--- src/ctp_pkg.sv ---
// Constants and types for the cascaded 16-bit timer pair
`default_nettype none
package ctp_pkg;
  localparam int CTP_NPAIR = 2;
  // Register byte offsets within a pair, pair B one stride higher
  localparam logic [7:0] CTP_PAIR_STRIDE = 8'h20;
  localparam logic [7:0] CTP_OFF_CTRL = 8'h00;
  localparam logic [7:0] CTP_OFF_CMP_LO = 8'h04;
  localparam logic [7:0] CTP_OFF_CMP_HI = 8'h08;
  localparam logic [7:0] CTP_OFF_DUTY_LO = 8'h0c;
  localparam logic [7:0] CTP_OFF_DUTY_HI = 8'h10;
  localparam logic [7:0] CTP_OFF_COUNT = 8'h14;
  localparam logic [7:0] CTP_OFF_STAT = 8'h18;
  localparam logic [7:0] CTP_OFF_GLOBAL = 8'h40;
  // Field positions
  localparam int CTP_GLB_PRESEL_BIT = 0;
  localparam int CTP_GLB_SLOW_BIT = 1;
  localparam int CTP_STAT_FF_BIT = 0;
  localparam int CTP_STAT_HALF_BIT = 1;
  // Reset values
  localparam logic [7:0] CTP_CTRL_RST = 8'h00;
  localparam logic [15:0] CTP_WORD_RST = 16'h0000;
  localparam logic [7:0] CTP_BYTE_RST = 8'h00;
  localparam logic [1:0] CTP_GLB_RST = 2'h0;
  localparam logic [15:0] CTP_CNT_MAX = 16'hffff;
  // Prescaler exponents
  localparam int CTP_EXP_A = 11;
  localparam int CTP_EXP_B = 7;
  localparam int CTP_EXP_C = 5;
  localparam int CTP_EXP_D = 3;
  localparam int CTP_SLOW_EXP = 3;
  typedef enum logic [1:0] {
    CTP_M_TIMER, CTP_M_EVENT, CTP_M_PWM, CTP_M_PPG
  } ctp_mode_t;
  typedef enum logic [2:0] {
    CTP_SRC_DIV_A, CTP_SRC_DIV_B, CTP_SRC_DIV_C, CTP_SRC_DIV_D,
    CTP_SRC_SLOW, CTP_SRC_HALF, CTP_SRC_FAST, CTP_SRC_NONE
  } ctp_src_t;
  // Control register layout, mode in the low bits
  typedef struct packed {
    logic ff_init;
    logic latch;
    logic run;
    ctp_src_t src;
    ctp_mode_t mode;
  } ctp_ctrl_t;
  // One-cycle count enables from the prescaler and the pins
  typedef struct packed {
    logic evt_fall;
    logic slow8;
    logic slow;
    logic fast;
    logic half;
    logic div_d;
    logic div_c;
    logic div_b;
    logic div_a;
  } ctp_tick_t;
endpackage
`default_nettype wire

--- src/ctp_tick_gen.sv ---
// Prescaler and pin synchronisers feeding count enables
`default_nettype none
module ctp_tick_gen (
  input wire logic i_core_clk,
  input wire logic i_rst_n,
  input wire logic i_slow_clk,
  input wire logic i_event_in_pin,
  output var ctp_pkg::ctp_tick_t o_tick
);
  logic [ctp_pkg::CTP_EXP_A-1:0] div_r;
  logic [ctp_pkg::CTP_SLOW_EXP-1:0] slow_div_r;
  logic [2:0] slow_sync_r;
  logic [2:0] evt_sync_r;
  logic slow_lvl_r;
  logic evt_lvl_r;
  logic slow_rise;
  logic evt_fall;
  ctp_pkg::ctp_tick_t tick_nxt;

  // Free-running fast divider
  always_ff @(posedge i_core_clk or negedge i_rst_n) begin
    if (!i_rst_n) begin
      div_r <= '0;
    end else begin
      div_r <= div_r + 1'b1;
    end
  end

  // Three-stage synchronisers; stage 0 feeds stage 1 only
  always_ff @(posedge i_core_clk or negedge i_rst_n) begin
    if (!i_rst_n) begin
      slow_sync_r <= 3'h0;
      evt_sync_r <= 3'h0;
    end else begin
      slow_sync_r <= {slow_sync_r[1:0], i_slow_clk};
      evt_sync_r <= {evt_sync_r[1:0], i_event_in_pin};
    end
  end

  // Filtered levels: accept a change once stages 1 and 2 agree
  always_ff @(posedge i_core_clk or negedge i_rst_n) begin
    if (!i_rst_n) begin
      slow_lvl_r <= 1'b0;
      evt_lvl_r <= 1'b0;
    end else begin
      if (slow_sync_r[2] == slow_sync_r[1]) slow_lvl_r <= slow_sync_r[2];
      if (evt_sync_r[2] == evt_sync_r[1]) evt_lvl_r <= evt_sync_r[2];
    end
  end

  // Slow clock divided by eight
  always_ff @(posedge i_core_clk or negedge i_rst_n) begin
    if (!i_rst_n) begin
      slow_div_r <= '0;
    end else if (slow_rise) begin
      slow_div_r <= slow_div_r + 1'b1;
    end
  end

  // Enables decoded from divider and filtered pins
  always_comb begin
    slow_rise = (slow_sync_r[2] == slow_sync_r[1]) & slow_sync_r[2] & ~slow_lvl_r;
    evt_fall = (evt_sync_r[2] == evt_sync_r[1]) & ~evt_sync_r[2] & evt_lvl_r;
    tick_nxt.div_a = &div_r[ctp_pkg::CTP_EXP_A-1:0];
    tick_nxt.div_b = &div_r[ctp_pkg::CTP_EXP_B-1:0];
    tick_nxt.div_c = &div_r[ctp_pkg::CTP_EXP_C-1:0];
    tick_nxt.div_d = &div_r[ctp_pkg::CTP_EXP_D-1:0];
    tick_nxt.half = div_r[0];
    tick_nxt.fast = 1'b1;
    tick_nxt.slow = slow_rise;
    tick_nxt.slow8 = slow_rise & (&slow_div_r);
    tick_nxt.evt_fall = evt_fall;
  end

  // Registered to keep the pair logic off the decode path
  always_ff @(posedge i_core_clk or negedge i_rst_n) begin
    if (!i_rst_n) begin
      o_tick <= '0;
    end else begin
      o_tick <= tick_nxt;
    end
  end
endmodule
`default_nettype wire

--- src/ctp_timer_pair.sv ---
// Two cascaded 16-bit timer pairs behind an Avalon-MM slave
//
// Our own choices: the Avalon-MM slave port and the register addresses.
`default_nettype none
module ctp_timer_pair (
  input wire logic i_core_clk,
  input wire logic i_rst_n,
  input wire logic [7:0] i_address,
  input wire logic i_read,
  input wire logic i_write,
  input wire logic [31:0] i_writedata,
  input wire logic [3:0] i_byteenable,
  output logic [31:0] o_readdata,
  output logic o_waitrequest,
  input wire logic i_slow_clk,
  input wire logic i_event_in_pin,
  output logic o_pwm_out_a,
  output logic o_pwm_out_b,
  output logic o_ppg_out_a,
  output logic o_ppg_out_b,
  output logic o_pair_a_irq,
  output logic o_pair_b_irq
);
  ctp_pkg::ctp_tick_t tick_w;
  logic wait_r;
  logic wr_go;
  logic wr_glb;
  logic [1:0] glb_r;
  logic [31:0] rd_nxt;
  logic [7:0] reg_off;
  logic sel_b;
  logic [ctp_pkg::CTP_NPAIR-1:0][7:0] ctrl_v;
  logic [ctp_pkg::CTP_NPAIR-1:0][15:0] cmp_v;
  logic [ctp_pkg::CTP_NPAIR-1:0][15:0] duty_v;
  logic [ctp_pkg::CTP_NPAIR-1:0][15:0] cnt_v;
  logic [ctp_pkg::CTP_NPAIR-1:0][1:0] stat_v;
  logic [ctp_pkg::CTP_NPAIR-1:0] pwm_v;
  logic [ctp_pkg::CTP_NPAIR-1:0] ppg_v;
  logic [ctp_pkg::CTP_NPAIR-1:0] irq_v;

  // Register address of a pair's register
  function automatic logic reg_hit(input logic [7:0] a, input logic pb,
                                   input logic [7:0] off);
    logic [7:0] base;
    base = pb ? ctp_pkg::CTP_PAIR_STRIDE : 8'h00;
    reg_hit = (a == base + off);
  endfunction

  // Cascade increment: low byte carry steps the high byte
  function automatic logic [15:0] cas_inc(input logic [7:0] lo, input logic [7:0] hi);
    logic [8:0] lo_sum;
    lo_sum = {1'b0, lo} + 9'h001;
    cas_inc = {hi + {7'h00, lo_sum[8]}, lo_sum[7:0]};
  endfunction

  // Count enable for a pair from its mode and source
  function automatic logic pick_tick(input ctp_pkg::ctp_tick_t t,
                                     input ctp_pkg::ctp_ctrl_t c,
                                     input logic presel, input logic slow,
                                     input logic pb);
    logic pwm;
    pwm = (c.mode == ctp_pkg::CTP_M_PWM);
    pick_tick = 1'b0;
    if (c.mode == ctp_pkg::CTP_M_EVENT) begin
      pick_tick = t.evt_fall & ~pb;
    end else begin
      case (c.src)
        ctp_pkg::CTP_SRC_DIV_A: pick_tick = (presel | slow) ? t.slow8 : t.div_a;
        ctp_pkg::CTP_SRC_DIV_B: pick_tick = ~slow & t.div_b;
        ctp_pkg::CTP_SRC_DIV_C: pick_tick = ~slow & t.div_c;
        ctp_pkg::CTP_SRC_DIV_D: pick_tick = ~slow & t.div_d;
        ctp_pkg::CTP_SRC_SLOW: pick_tick = pwm & t.slow;
        ctp_pkg::CTP_SRC_HALF: pick_tick = pwm & ~slow & t.half;
        ctp_pkg::CTP_SRC_FAST: pick_tick = pwm & ~slow & t.fast;
        default: pick_tick = 1'b0;
      endcase
    end
  endfunction

  ctp_tick_gen u_tick (
    .i_core_clk(i_core_clk),
    .i_rst_n(i_rst_n),
    .i_slow_clk(i_slow_clk),
    .i_event_in_pin(i_event_in_pin),
    .o_tick(tick_w)
  );

  // One wait state: request seen, answer next cycle
  always_ff @(posedge i_core_clk or negedge i_rst_n) begin
    if (!i_rst_n) begin
      wait_r <= 1'b1;
    end else begin
      wait_r <= ~((i_read | i_write) & wait_r);
    end
  end

  assign o_waitrequest = wait_r;
  // Writes land on the edge that completes the transfer; lane 0 only
  assign wr_go = i_write & ~wait_r & i_byteenable[0];
  assign wr_glb = wr_go & (i_address == ctp_pkg::CTP_OFF_GLOBAL);
  assign reg_off = {3'b000, i_address[4:0]};
  assign sel_b = i_address[5];

  // Global mode bits: slow-clock prescaler choice and slow system mode
  always_ff @(posedge i_core_clk or negedge i_rst_n) begin
    if (!i_rst_n) begin
      glb_r <= ctp_pkg::CTP_GLB_RST;
    end else if (wr_glb) begin
      glb_r <= i_writedata[1:0];
    end
  end

  // Read mux; unmapped and misaligned addresses read zero
  always_comb begin
    rd_nxt = 32'h0000_0000;
    if (i_address == ctp_pkg::CTP_OFF_GLOBAL) begin
      rd_nxt = {30'h0, glb_r};
    end else if (i_address[7:6] != 2'b00) begin
      rd_nxt = 32'h0000_0000;
    end else if (reg_off == ctp_pkg::CTP_OFF_CTRL) begin
      rd_nxt = {24'h0, ctrl_v[sel_b]};
    end else if (reg_off == ctp_pkg::CTP_OFF_CMP_LO) begin
      rd_nxt = {24'h0, cmp_v[sel_b][7:0]};
    end else if (reg_off == ctp_pkg::CTP_OFF_CMP_HI) begin
      rd_nxt = {24'h0, cmp_v[sel_b][15:8]};
    end else if (reg_off == ctp_pkg::CTP_OFF_DUTY_LO) begin
      rd_nxt = {24'h0, duty_v[sel_b][7:0]};
    end else if (reg_off == ctp_pkg::CTP_OFF_DUTY_HI) begin
      rd_nxt = {24'h0, duty_v[sel_b][15:8]};
    end else if (reg_off == ctp_pkg::CTP_OFF_COUNT) begin
      rd_nxt = {16'h0, cnt_v[sel_b]};
    end else if (reg_off == ctp_pkg::CTP_OFF_STAT) begin
      rd_nxt = {30'h0, stat_v[sel_b]};
    end
  end

  // Read data captured while waitrequest is still high
  always_ff @(posedge i_core_clk or negedge i_rst_n) begin
    if (!i_rst_n) begin
      o_readdata <= 32'h0000_0000;
    end else if (i_read & wait_r) begin
      o_readdata <= rd_nxt;
    end
  end

  for (genvar gp = 0; gp < ctp_pkg::CTP_NPAIR; gp++) begin : g_pair
    localparam logic IS_B = 1'(gp);
    ctp_pkg::ctp_ctrl_t ctrl_r;
    ctp_pkg::ctp_ctrl_t ctrl_in;
    logic [15:0] cmp_r;
    logic [15:0] duty_act_r;
    logic [15:0] duty_buf_r;
    logic [15:0] cnt_now;
    logic [15:0] cnt_inc;
    logic [7:0] cnt_lo_r;
    logic [7:0] cnt_hi_r;
    logic [7:0] dlo_pend_r;
    logic half_r;
    logic ff_r;
    logic irq_r;
    logic pwm_pin_r;
    logic ppg_pin_r;
    logic tick;
    logic step;
    logic ovf;
    logic cmp_hit;
    logic duty_hit;
    logic clr;
    logic tgl;
    logic is_pwm;
    logic is_ppg;
    logic commit;
    logic wr_ctrl;
    logic wr_clo;
    logic wr_chi;
    logic wr_dlo;
    logic wr_dhi;

    assign wr_ctrl = wr_go & reg_hit(i_address, IS_B, ctp_pkg::CTP_OFF_CTRL);
    assign wr_clo = wr_go & reg_hit(i_address, IS_B, ctp_pkg::CTP_OFF_CMP_LO);
    assign wr_chi = wr_go & reg_hit(i_address, IS_B, ctp_pkg::CTP_OFF_CMP_HI);
    assign wr_dlo = wr_go & reg_hit(i_address, IS_B, ctp_pkg::CTP_OFF_DUTY_LO);
    assign wr_dhi = wr_go & reg_hit(i_address, IS_B, ctp_pkg::CTP_OFF_DUTY_HI);

    // Match, overflow and toggle decisions for this pair
    always_comb begin
      cnt_now = {cnt_hi_r, cnt_lo_r};
      cnt_inc = cas_inc(cnt_lo_r, cnt_hi_r);
      is_pwm = (ctrl_r.mode == ctp_pkg::CTP_M_PWM);
      is_ppg = (ctrl_r.mode == ctp_pkg::CTP_M_PPG);
      tick = pick_tick(tick_w, ctrl_r, glb_r[ctp_pkg::CTP_GLB_PRESEL_BIT],
                       glb_r[ctp_pkg::CTP_GLB_SLOW_BIT], IS_B);
      step = tick & ctrl_r.run;
      ovf = (cnt_now == ctp_pkg::CTP_CNT_MAX);
      cmp_hit = (cnt_inc == cmp_r);
      duty_hit = (cnt_inc == duty_act_r);
      if (is_pwm) begin
        clr = step & ovf;
        tgl = duty_hit ^ ovf;
      end else if (is_ppg) begin
        clr = step & cmp_hit;
        tgl = duty_hit ^ cmp_hit;
      end else begin
        clr = step & cmp_hit;
        tgl = 1'b0;
      end
      ctrl_in = ctp_pkg::ctp_ctrl_t'(i_writedata[7:0]);
      // Pair B refuses the event mode and keeps its old mode
      if (IS_B && (ctrl_in.mode == ctp_pkg::CTP_M_EVENT)) begin
        ctrl_in.mode = ctrl_r.mode;
      end
      commit = wr_dhi & half_r;
    end

    // Control register
    always_ff @(posedge i_core_clk or negedge i_rst_n) begin
      if (!i_rst_n) begin
        ctrl_r <= ctp_pkg::ctp_ctrl_t'(ctp_pkg::CTP_CTRL_RST);
      end else if (wr_ctrl) begin
        ctrl_r <= ctrl_in;
      end
    end

    // Compare/period bytes are single-stage: used the cycle after the write
    always_ff @(posedge i_core_clk or negedge i_rst_n) begin
      if (!i_rst_n) begin
        cmp_r <= ctp_pkg::CTP_WORD_RST;
      end else if (wr_clo) begin
        cmp_r[7:0] <= i_writedata[7:0];
      end else if (wr_chi) begin
        cmp_r[15:8] <= i_writedata[7:0];
      end
    end

    // Duty low half waits for its high half
    always_ff @(posedge i_core_clk or negedge i_rst_n) begin
      if (!i_rst_n) begin
        dlo_pend_r <= ctp_pkg::CTP_BYTE_RST;
        half_r <= 1'b0;
      end else if (wr_dlo) begin
        dlo_pend_r <= i_writedata[7:0];
        half_r <= 1'b1;
      end else if (wr_dhi) begin
        half_r <= 1'b0;
      end
    end

    // Duty buffer stage, filled by a complete low-then-high pair
    always_ff @(posedge i_core_clk or negedge i_rst_n) begin
      if (!i_rst_n) begin
        duty_buf_r <= ctp_pkg::CTP_WORD_RST;
      end else if (commit) begin
        duty_buf_r <= {i_writedata[7:0], dlo_pend_r};
      end
    end

    // Active duty: direct when stopped or not PWM, else at overflow
    always_ff @(posedge i_core_clk or negedge i_rst_n) begin
      if (!i_rst_n) begin
        duty_act_r <= ctp_pkg::CTP_WORD_RST;
      end else if (commit && (!ctrl_r.run || !is_pwm)) begin
        duty_act_r <= {i_writedata[7:0], dlo_pend_r};
      end else if (clr && is_pwm) begin
        duty_act_r <= duty_buf_r;
      end
    end

    // Cascaded up-counter; held at zero while stopped
    always_ff @(posedge i_core_clk or negedge i_rst_n) begin
      if (!i_rst_n) begin
        cnt_lo_r <= ctp_pkg::CTP_BYTE_RST;
        cnt_hi_r <= ctp_pkg::CTP_BYTE_RST;
      end else if (!ctrl_r.run) begin
        cnt_lo_r <= ctp_pkg::CTP_BYTE_RST;
        cnt_hi_r <= ctp_pkg::CTP_BYTE_RST;
      end else if (clr) begin
        cnt_lo_r <= ctp_pkg::CTP_BYTE_RST;
        cnt_hi_r <= ctp_pkg::CTP_BYTE_RST;
      end else if (step) begin
        cnt_lo_r <= cnt_inc[7:0];
        cnt_hi_r <= cnt_inc[15:8];
      end
    end

    // Output flip-flop; the stopping write itself never reloads it
    always_ff @(posedge i_core_clk or negedge i_rst_n) begin
      if (!i_rst_n) begin
        ff_r <= 1'b0;
      end else if (wr_ctrl && !ctrl_r.run) begin
        ff_r <= ctrl_in.ff_init;
      end else if (step && tgl) begin
        ff_r <= ~ff_r;
      end
    end

    // Pins: inverted flip-flop gated by the port latch, PPG pin in PPG mode, PWM pin otherwise; the other pin shows the latch
    always_ff @(posedge i_core_clk or negedge i_rst_n) begin
      if (!i_rst_n) begin
        pwm_pin_r <= 1'b0;
        ppg_pin_r <= 1'b0;
      end else begin
        pwm_pin_r <= ctrl_r.latch & (is_ppg | ~ff_r);
        ppg_pin_r <= ctrl_r.latch & (~is_ppg | ~ff_r);
      end
    end

    // Interrupt pulse on every clearing match or overflow
    always_ff @(posedge i_core_clk or negedge i_rst_n) begin
      if (!i_rst_n) begin
        irq_r <= 1'b0;
      end else begin
        irq_r <= clr;
      end
    end

    assign ctrl_v[gp] = ctrl_r;
    assign cmp_v[gp] = cmp_r;
    assign duty_v[gp] = duty_act_r;
    assign cnt_v[gp] = cnt_now;
    assign stat_v[gp][ctp_pkg::CTP_STAT_FF_BIT] = ff_r;
    assign stat_v[gp][ctp_pkg::CTP_STAT_HALF_BIT] = half_r;
    assign pwm_v[gp] = pwm_pin_r;
    assign ppg_v[gp] = ppg_pin_r;
    assign irq_v[gp] = irq_r;
  end

  // Top outputs are the pair pin and interrupt registers
  assign o_pwm_out_a = pwm_v[0];
  assign o_pwm_out_b = pwm_v[1];
  assign o_ppg_out_a = ppg_v[0];
  assign o_ppg_out_b = ppg_v[1];
  assign o_pair_a_irq = irq_v[0];
  assign o_pair_b_irq = irq_v[1];
endmodule
`default_nettype wire

--- config.mk ---
export PLATFORM = sky130hd
export DESIGN_NAME = ctp_timer_pair
export DESIGN_NICKNAME = d
export VERILOG_FILES = /design/src/ctp_pkg.sv /design/src/ctp_tick_gen.sv /design/src/ctp_timer_pair.sv
export SDC_FILE = /design/constraint.sdc
export NUM_CORES = 1
export LEC_CHECK = 0
export BUFFER_PORTS_ARGS = -buffer_cell sky130_fd_sc_hd__buf_4
export CAP_MARGIN = 5
export CORE_MARGIN = 4
export CORE_UTILIZATION = 30
export DETAILED_ROUTE_END_ITERATION = 16
export GPL_TIMING_DRIVEN = 0
export PLACE_DENSITY = 0.44
export SYNTH_ARGS = -nofsm -noshare
export SYNTH_HDL_FRONTEND = slang
export SYNTH_SLANG_ARGS = --single-unit
--- constraint.sdc ---
create_clock -name i_core_clk -period 4.5 [get_ports i_core_clk]
set_input_delay 0.45 -clock i_core_clk [delete_from_list [all_inputs] [get_ports i_core_clk]]
set_output_delay 0.45 -clock i_core_clk [all_outputs]
set_load 0.01 [all_outputs]
* Word-level counts from Yosys, hierarchy flattened *
Index checks and enable logic that the tools add are counted.

storage, ports and cells
  flip-flop bits (word level) = 236
  logic and storage cells = 256

operators by class
  equality and inequality tests = 45
  mux-type cells = 54
  bitwise gates (word level) = 65
  magnitude comparators = 1
  add/sub/neg operators = 6
  reduce and logical (&&, ||, !) cells = 33

operator list
  cell                     number
  $mux W16                 13
  $mux W32                 5
  $mux W8                  14
  $eq A16 B16 Y1           4
  $and A1 B1 Y1            43
  $eq A8 B6 Y1 const B     5
  $eq A16 B16 Y1 const B   2
  $add A8 B1 Y9 const B    2
  $eq A3 B3 Y1 const B     6
  $mux W1                  17
  $add A8 B1 Y8            2
  $eq A8 B4 Y1 const B     2
  $logic_not A8 Y1         2
  $eq A5 B5 Y1 const B     3
  $pmux W1 S7              2
  $reduce_bool A2 Y1       7
  $eq A3 B2 Y1 const B     4
  $not A1 Y1               12
  $add A11 B1 Y11 const B  1
  $reduce_and A11 Y1       1
  $eq A5 B4 Y1 const B     2
  $eq A2 B2 Y1 const B     4
  $eq A8 B3 Y1 const B     1
  $eq A8 B5 Y1 const B     1
  19 further kinds         49

* Logic depth before layout (Yosys ltp) *
Gate-level depths: netlist (run 1).

  depth in word-level cells = 11
  depth in mapped cells = 17
  mapped depth without buffers = 14

* By module *
A second synthesis (run 1) with hierarchy kept.

second synthesis, totals
  cell total of the unflattened synthesis = 1129
  area total of the unflattened synthesis = 12041.5 µm²

by module, submodules not included
  module          area each (µm²)  sequential area each (µm²)  cells each  instances
  ctp_timer_pair  10933.0          4730.8                      1055        1
  ctp_tick_gen    1108.6           775.7                       74          1

* Worst setup path after synthesis (run 1) *
No wires, ideal clock.

  path type = flip-flop to flip-flop
  from = register g_pair[1].cnt_lo_r[1]
  to = register g_pair[1].ff_r
  data arrival time = 3.272 ns
  data required time = 4.418 ns
  path buffers = 1
  stages on the path, launching flop included = 15
  slack = 1.146 ns
  path through = dfrtp_1 -> ha_1 -> clkbuf_1 -> and2_1 -> and3_1 -> ha_1 -> ha_1 -> xor2_1 -> nor4_1 -> nand4_1 -> nor4_1 -> a41oi_1 -> xnor2_1 -> or4_1 -> a31oi_1

on the way
  cells in the longest elaborated chain, start to end = 8
  elaborated cells between the ends (all ways) = 11
  those cells by class = add/sub (2); eq/ne (3); mux (2); bitwise (2); reduce/logical (2)

ends and longest elaborated chain
  element                                   RTL line                                      RTL
  start, declared                           ctp_timer_pair.sv:155                         logic [7:0] cnt_lo_r;
  start signal, assigned                    ctp_timer_pair.sv:271                         cnt_lo_r <= ctp_pkg::CTP_BYTE_RST;
  start signal, assigned                    ctp_timer_pair.sv:274                         cnt_lo_r <= ctp_pkg::CTP_BYTE_RST;
  start signal, assigned                    ctp_timer_pair.sv:277                         cnt_lo_r <= ctp_pkg::CTP_BYTE_RST;
  $add A8 B1 Y9                             ctp_timer_pair.sv:52                          lo_sum = {1'b0, lo} + 9'h001;
  $add A8 B1 Y8                             ctp_timer_pair.sv:53                          cas_inc = {hi + {7'h00, lo_sum[8]}, lo_sum[7:0]};
  $eq A16 B16 Y1, on equally long branches  ctp_timer_pair.sv:196, ctp_timer_pair.sv:195
  $xor A1 B1 Y1                             ctp_timer_pair.sv:202                         tgl = duty_hit ^ cmp_hit;
  $mux W1                                   ctp_timer_pair.sv:200                         end else if (is_ppg) begin
  $mux W1 *                                 ctp_timer_pair.sv:197                         if (is_pwm) begin
  $logic_and A1 B1 Y1 *                     ctp_timer_pair.sv:291                         end else if (step && tgl) begin
  $reduce_bool A2 Y1 (no line) *            n/a
  end signal, assigned                      ctp_timer_pair.sv:290                         ff_r <= ctrl_in.ff_init;
  end signal, assigned                      ctp_timer_pair.sv:292                         ff_r <= ~ff_r;
  end, declared                             ctp_timer_pair.sv:159                         logic ff_r;

Every way passes the cells marked *; elsewhere a longest branch is shown, timed or not.
A chain may end at the register's enable or synchronous reset.

* Worst setup path in the final report (run 1) *
  from = register g_pair[0].cnt_lo_r[5]
  to = register g_pair[0].ff_r

on the way
  cells in the longest elaborated chain, start to end = 8
  elaborated cells between the ends (all ways) = 11
  those cells by class = add/sub (2); eq/ne (3); mux (2); bitwise (2); reduce/logical (2)

ends and longest elaborated chain
  element                                   RTL line
  start, declared                           ctp_timer_pair.sv:155
  start signal, assigned                    ctp_timer_pair.sv:271
  start signal, assigned                    ctp_timer_pair.sv:274
  start signal, assigned                    ctp_timer_pair.sv:277
  $add A8 B1 Y9                             ctp_timer_pair.sv:52
  $add A8 B1 Y8                             ctp_timer_pair.sv:53
  $eq A16 B16 Y1, on equally long branches  ctp_timer_pair.sv:196, ctp_timer_pair.sv:195
  $xor A1 B1 Y1                             ctp_timer_pair.sv:202
  $mux W1                                   ctp_timer_pair.sv:200
  $mux W1 *                                 ctp_timer_pair.sv:197
  $logic_and A1 B1 Y1 *                     ctp_timer_pair.sv:291
  $reduce_bool A2 Y1 (no line) *            n/a
  end signal, assigned                      ctp_timer_pair.sv:290
  end signal, assigned                      ctp_timer_pair.sv:292
  end, declared                             ctp_timer_pair.sv:159

Marks and branches as above.

==> out/metrics.cfg, run 1 <==
[sta]
post-route-min-period_ns = 4.18
max_freq_ghz = 0.239
rsz0062_at_grt = no
finalMaxSlewViolations = 0
worst_slew_pin_slew_ns = 1.17
relSlewSlack_pct = 21.2
tns_ns = 0
skew_ns = 0.0124
hold_viol = 0
finalSetupViolCount = 0
finalCritPeriodShare_pct = 92.8

[setup_path]
crit_end = g_pair[0].ff_r$_DFFE_PN0P_
rrSetupSlack_ns = 0.32
cp.required_ns = 4.98
path_cells = buf_2 > nand2_1 > nor2_1 > nand4_1 > inv_1 > ha_1 > ha_1 > and3_2 > buf_2 > xnor2_1 > o21ai_0 > or3_4 > nor2_1 > nand4bb_1 > mux4_2 > nor3_2
worst-path-stages = 16
critPathBufInv = 3
cp_max_fo = 8
critPathTopFamily = simple AND/OR/NAND/NOR gates
r2r_cells = 16
r2r_end = g_pair[0].ff_r$_DFFE_PN0P_
cp-start-kind = flop
worstSetupEndpointType = flop
path_class = reg -> reg
crit_arrival_ns = 4.66
critPathMaxStageDelay_ns = 0.51
crit_path_top_delay_cell = mux4_2
r2r_start = g_pair[0].cnt_lo_r[5]$_DFFE_PN0P_
cp-startpoint = g_pair[0].cnt_lo_r[5]$_DFFE_PN0P_

[clock_network]
cts_buffer_depth = 3
path_clk_slew_ns = 0.06
clk-insertion-delay-late_ns = 0.57
cts_tree = yes
root_buffer = clkbuf_16
cts_num_sinks = 220
cts_htree_levels = 1
numCtsBuffers = 27

[yosys]
ys_warn_count = 0
ys_async_sr_fraction_pct = 100
ys.flop_type = dfrtp_1
synth_cells = 1129
synth_area_leaders = dfrtp_1 46%, mux2_2 8.8%, mux2i_1 5.4%
avgSynthCellArea_sq_um = 10.6
yosysTopAreaCell = dfrtp_1
ys_seq_area_share_pct = 46.2
synth-edff-count = 0
synth_top_area_share_pct = 45.9
syn_area_sq_mm = 0.0119
yosysUniqueCellTypes = 76
synth_seq_cells = 220

[place]
place_area_sq_mm = 0.0130
finalWeightedCongestion = 0.908
dp.cells = 1707
port_buffers = 42
hpwl_um = 28500

[floorplanning]
start_util_pct = 30.6
die_h_um = 207
core_sq_mm = 0.0390
dieArea_sq_mm = 0.0430
chipWidth_um = 207
num_rows = 72
io_pins = 89

[global_routing]
grt_first_pass_wirelength_um = 58400
use_met3_pct = 3.20
grtUsageTotal_pct = 17.6
antenna_found_initial = 0
use_met2_pct = 27.0
grt_pass1_vias = 8811
grt_util_met1_pct = 25.9
overflow = 0
grt_max_degree = 111
grt-busiest-layer = met2

[drt]
totalWireLength_um = 38700
drt_iter0_drc = 606
route.detailed.drc = 0
avgViaCountPerCell = 5.10
drt-pass1-iter-count = 5
vias = 8994
ant_nets = 0
wl_per_cell_um = 21.9

[power_and_ir_drop]
power.static_leakage_nw = 6.49
pwr_density_cell_mw_per_mm2 = 336
total_power_mw = 4.71
ir_worst_vdd_v = 0.000279

[worst_hold_path]
min_path_type = in -> reg

[outcome]
outcome = finished clean

[layout]
fin_area_sq_mm = 0.0140
area_delta_synth_final_pct = 17.5
nets = 1288
drive_gt1_share_pct = 20.0
final_cells = 1763

[flow_run]
cap_violations = 0

## worst min path at each step
stage / to / cells past startpoint / slack [ns] / from
final: o_waitrequest$_DFF_PN1_ / 2 / 0.04 / i_read
after global routing: o_waitrequest$_DFF_PN1_ / 2 / 0.04 / i_read
after CTS: o_waitrequest$_DFF_PN1_ / 2 / 0.02 / i_read
after detailed placement: g_pair[0].cnt_hi_r[3]$_DFFE_PN0P_ / 1 / 0.27 / i_rst_n
after global placement: u_tick.slow_sync_r[1]$_DFF_PN0_ / 0 / 0.33 / u_tick.slow_sync_r[0]$_DFF_PN0_
after floorplan: ctrl_v[0]$_DFFE_PN0P_ / 0 / 0.15 / i_rst_n
## through the flow
step                      setup slack, ns  hold WS [ns]  util, %
final                               0.324        0.0428     35.9
after global routing               0.0915        0.0420     35.9
after CTS                          0.0105        0.0175     35.8
after detailed placement           0.0239         0.272     33.4
after global placement             0.0613         0.333     33.2
after floorplan                      1.15         0.154        -
## state kept, by name (all words and copies together), names as in the netlist, 3 cells and up
name,flops
g_pair.cnt_lo_r,16
u_tick.o_tick,9
g_pair.cmp_r,32
g_pair.dlo_pend_r,16
g_pair.duty_act_r,32
o_readdata,16
ctrl_v,16
u_tick.slow_sync_r,3
g_pair.cnt_hi_r,16
u_tick.slow_div_r,3
u_tick.div_r,11
u_tick.evt_sync_r,3
g_pair.duty_buf_r,32
## Yosys cell counts (15+ instances only)
| cell | n |
|---|---|
| a21oi_1 | 39 |
| a22o_1 | 22 |
| a31oi_1 | 16 |
| buf_2 | 16 |
| buf_4 | 20 |
| clkbuf_1 | 42 |
| dfrtp_1 | 219 |
| ha_1 | 15 |
| inv_1 | 24 |
| mux2_2 | 93 |
| mux2i_1 | 64 |
| nand2_1 | 82 |
| nand3_1 | 40 |
| nand4_1 | 16 |
| nor2_1 | 75 |
| nor3_1 | 19 |
| o21ai_0 | 47 |
| o22ai_1 | 28 |
| xnor2_1 | 55 |
| xor2_1 | 31 |
## placed cells by master, fill, tap and decap left out, types with 5 or more instances in the layout
master and instances:
conb_1 17, a211oi_1 5, xnor2_1 55, nor3_1 19, buf_4 65, nand4_1 16, xor2_1 31, o221ai_1 8
ha_1 13, nor2b_1 10, dfrtp_1 219, a22oi_1 7, inv_1 24, or3_1 5, clkinv_2 8, and3_1 5
and2_1 8, nand2_1 82, nand3_1 40, clkbuf_1 46, o21ai_0 47, buf_2 17, a21oi_1 39, a22o_1 22
a21o_1 10, a31oi_1 16, nand2b_1 8, nor4_1 10, mux2i_1 64, o22ai_1 28, nor2_1 75, mux2_2 93
clkbuf_16 27, and4_1 9
## report_power, final
group	leakage [nW]	switching, mW	internal (mW)
combinational	3.04	0.229	0.137
sequential	2.98	0.0339	2.02
clock	0.463	0.899	1.39
total	6.49	1.16	3.54
## kinds of logic after synthesis
kind of cell	synth area share, %
buffers and inverters	4.27
and+or+nand+nor	13.8
DFF	46.2
AOI/OAI and AO/OA	11.5
muxes	14.9
other	0.0630
xor gates and xnor gates	7.68
adders and majority gates	1.57
## what timing repair did
| item | 4_1_cts | 5_1_grt |
|---|---|---|
| buffers inserted | 0 | 4 |
| hold buffers | 3 | 0 |
| endpoints found under the setup margin | 0 | 27 |
| gates resized for setup | 0 | 4 |
| endpoints found under the hold margin | 11 | 0 |
## layer usage
layer  vias to the layer above  wire length [um]
li1                       4247                 -
met1                      4480             18600
met2                       219             17100
met3                        48              2030
met4                         0               871
met5                         -                 0
## cell type report
class / instances / area, sq um
Buffer: 82 / 412
Sequential cell: 220 / 5510
Clock buffer: 36 / 739
Multi-Input combinational cell: 816 / 5980
Clock inverter: 14 / 189
Inverter: 24 / 90.1
Tap cell: 518 / 648
Fill cell: 3953 / 25000
Antenna cell: 1 / 2.50
Timing Repair Buffer: 52 / 443
(Power assumes the default switching activity.)
==> run 2: changes to the inputs <==
GPL_TIMING_DRIVEN = 1   (was 0)
==> run 2 against run 1 <==
Against the previous run: the run now ends with negative hold slack left; clock skew is 0.0020 ns higher; via count fell by 3.1%; hold slack lost 0.094 ns; sequential power is essentially flat; register-to-register slack improved by 0.10 ns; worst setup slack better by 0.10 ns; critical endpoint is now g_pair[1].ff_r$_DFFE_PN0P_; largest cell class unchanged.
==> out/metrics.cfg, run 2 (synthesis gave the netlist of run 1 again) <==
[outcome]
outcome = finished with violations
violations = negative hold slack

[setup_path]
critPathTopFamily = simple AND/OR/NAND/NOR gates
crit_arrival_ns = 4.55  ; -0.11 ns
cp_max_fo = 8  ; unchanged
cp.required_ns = 4.98  ; about the same
cp-start-kind = flop
critPathBufInv = 0  ; -3
path_class = reg -> reg
worstSetupEndpointType = flop
r2r_cells = 13  ; -3
rrSetupSlack_ns = 0.43  ; +0.10 ns
crit_path_top_delay_cell = dfrtp_1
critPathMaxStageDelay_ns = 0.49  ; -0.02 ns
r2r_end = g_pair[1].ff_r$_DFFE_PN0P_
r2r_start = g_pair[1].cnt_lo_r[3]$_DFFE_PN0P_
path_cells = and4_1 > and2_1 > and3_1 > ha_1 > ha_1 > xor2_1 > nor4_1 > nand4_1 > nor4_1 > a41oi_1 > xnor2_1 > or4_1 > a31oi_1

[clock_network]
path_clk_slew_ns = 0.06  ; about the same
numCtsBuffers = 27  ; unchanged
cts-resized-gates = 0  ; unchanged
hold_buffers = 2  ; -1
cts_htree_levels = 1  ; unchanged
clk-insertion-delay-late_ns = 0.56  ; about the same
cts_tree = yes
cts_num_sinks = 220  ; unchanged
root_buffer = clkbuf_16
cts_setup_buffers = 0  ; unchanged
cts_buffer_depth = 3  ; unchanged

[place]
port_buffers = 45  ; +7.1%
hpwl_um = 27000  ; -5.5%
finalWeightedCongestion = 0.888  ; -2.2%

[floorplanning]
chipWidth_um = 207  ; unchanged
core_sq_mm = 0.0390  ; unchanged
start_util_pct = 30.6  ; unchanged
io_pins = 89  ; unchanged
dieArea_sq_mm = 0.0430  ; unchanged
die_h_um = 207  ; unchanged
num_rows = 72  ; unchanged

[flow_run]
cap_violations = 0  ; unchanged

[global_routing]
grt_max_degree = 114  ; +2.7%
antenna_found_initial = 0  ; unchanged
overflow = 0  ; unchanged
grt_first_pass_wirelength_um = 57200  ; -2.0%
grt_pass1_vias = 8708  ; -1.2%
grtUsageTotal_pct = 17.1  ; -0.44 points

[layout]
mostFrequentLayoutCell = dfrtp_1
nets = 1228  ; -4.7%
multi_input_area_sq_mm = 0.00597  ; -0.13%
final_cell_mix = 219 x dfrtp_1, 93 x mux2_2, 82 x nand2_1
area_delta_synth_final_pct = 14.7
antenna_cells = 0  ; -1
drive_gt1_share_pct = 19.1  ; -0.95 points
nFillCells = 3948  ; -0.13%
largestRegisters = g_pair.cmp_r (32), g_pair.duty_act_r (32), g_pair.duty_buf_r (32)
fin_util_pct = 35.1  ; -0.84 points
regArea_sq_mm = 0.00551  ; unchanged

[power_and_ir_drop]
intPower_mw = 3.51  ; -0.90%
ir_worst_vdd_v = 0.000221  ; -21%
seqPwrFrac_pct = 44.6  ; +1.0 points
p_sw_share_pct = 23.8  ; -0.87 points
p_sw_mw = 1.10  ; -5.5%
pwr_density_cell_mw_per_mm2 = 337  ; +0.32%
combPwrFrac_pct = 7.5  ; -0.3 points
pwr-share-clk_pct = 47.9  ; -0.7 points
power.static_leakage_nw = 6.31  ; -2.8%

[drt]
ant_nets = 0  ; unchanged
avgViaCountPerCell = 5.15  ; +0.94%
vias = 8718  ; -3.1%
drt_iter0_drc = 570  ; -5.9%
drt-pass1-iter-count = 5  ; unchanged
route.detailed.drc = 0  ; unchanged
totalWireLength_um = 37300  ; -3.4%
wl_per_cell_um = 22.0  ; +0.56%

[sta]
hold_viol = 27  ; +27
rsz0062_at_grt = no
relSlewSlack_pct = 33.0  ; +12 points
post-route-min-period_ns = 4.07  ; -0.104 ns
skew_ns = 0.0144  ; +0.00204 ns
finalSetupViolCount = 0  ; unchanged
finalMaxSlewViolations = 0  ; unchanged
whs_ns = -0.0516  ; -0.0944 ns
max_freq_ghz = 0.246  ; +2.6%
finalCritPeriodShare_pct = 90.5  ; -2.3 points
tns_ns = 0  ; unchanged
worst_slew_pin_slew_ns = 1.00  ; -0.168 ns

[worst_hold_path]
min_path_type = in -> async

==> run 2: metrics by stage <==
step | power, mW | hold WS, ns | cell area [sq um] | setup slack [ns] | instances
after floorplan | 2.28 | 0.154 | 12000 | 1.15 | 1144
after global placement | 2.43 | 0.334 | 12800 | 0.541 | 1650
after detailed placement | 2.44 | 0.337 | 12800 | 0.514 | 1650
after CTS | 4.69 | 0.0173 | 13700 | 0.516 | 1693
after global routing | 4.81 | 0.0233 | 13700 | 0.167 | 1693
final | 4.61 | -0.0516 | 13700 | 0.428 | 1693
==> run 2: worst max-delay path by stage <==
stage | startpoint | endpoint | slack, ns | cells past startpoint
CTS | g_pair[0].cnt_lo_r[5]$_DFFE_PN0P_ | g_pair[0].ff_r$_DFFE_PN0P_ | 0.52 | 14
global placement | g_pair[1].cnt_lo_r[3]$_DFFE_PN0P_ | g_pair[1].ff_r$_DFFE_PN0P_ | 0.54 | 13
global route | g_pair[1].cnt_lo_r[3]$_DFFE_PN0P_ | g_pair[1].ff_r$_DFFE_PN0P_ | 0.17 | 13
floorplan | g_pair[1].cnt_lo_r[1]$_DFFE_PN0P_ | g_pair[1].ff_r$_DFFE_PN0P_ | 1.15 | 14
finish | g_pair[1].cnt_lo_r[3]$_DFFE_PN0P_ | g_pair[1].ff_r$_DFFE_PN0P_ | 0.43 | 13
detailed placement | g_pair[1].cnt_lo_r[3]$_DFFE_PN0P_ | g_pair[1].ff_r$_DFFE_PN0P_ | 0.51 | 13
==> run 2: power groups by stage <==
stage | sequential [mW] | combinational [mW] | clock, mW
after global routing | 2.06 | 0.387 | 2.36
after global placement | 2.09 | 0.342 | 0
after CTS | 2.06 | 0.349 | 2.28
after detailed placement | 2.09 | 0.347 | 0
final | 2.06 | 0.345 | 2.21
after floorplan | 2.08 | 0.206 | 0
==> run 2: worst register-to-register path: cells and delay by family, from the launching register on <==
family	cells	cell delay, ns
DFF	1	0.49
xor gates and xnor gates	2	0.45
and+or+nand+nor	7	2.15
AOI/OAI and AO/OA	2	0.35
adders and majority gates	2	0.58
==> run 2: layer usage <==
metal / up-vias / global-route usage [%] / share of wire [%]
li1: 4123 / - / -
met1: 4353 / 25.3 / 48
met2: 187 / 26.6 / 45
met3: 55 / 2.33 / 4.5
met4: 0 / 4.42 / 2.8
met5: - / 0 / 0
==> run 2: area by class of cell <==
class	instances	share of cell area [%]
Inverter	24	0.658
Clock inverter	7	1.12
Tap cell	518	4.74
Sequential cell	220	40.2
Clock buffer	34	5.35
Timing Repair Buffer	74	4.24
Multi-Input combinational cell	816	43.7
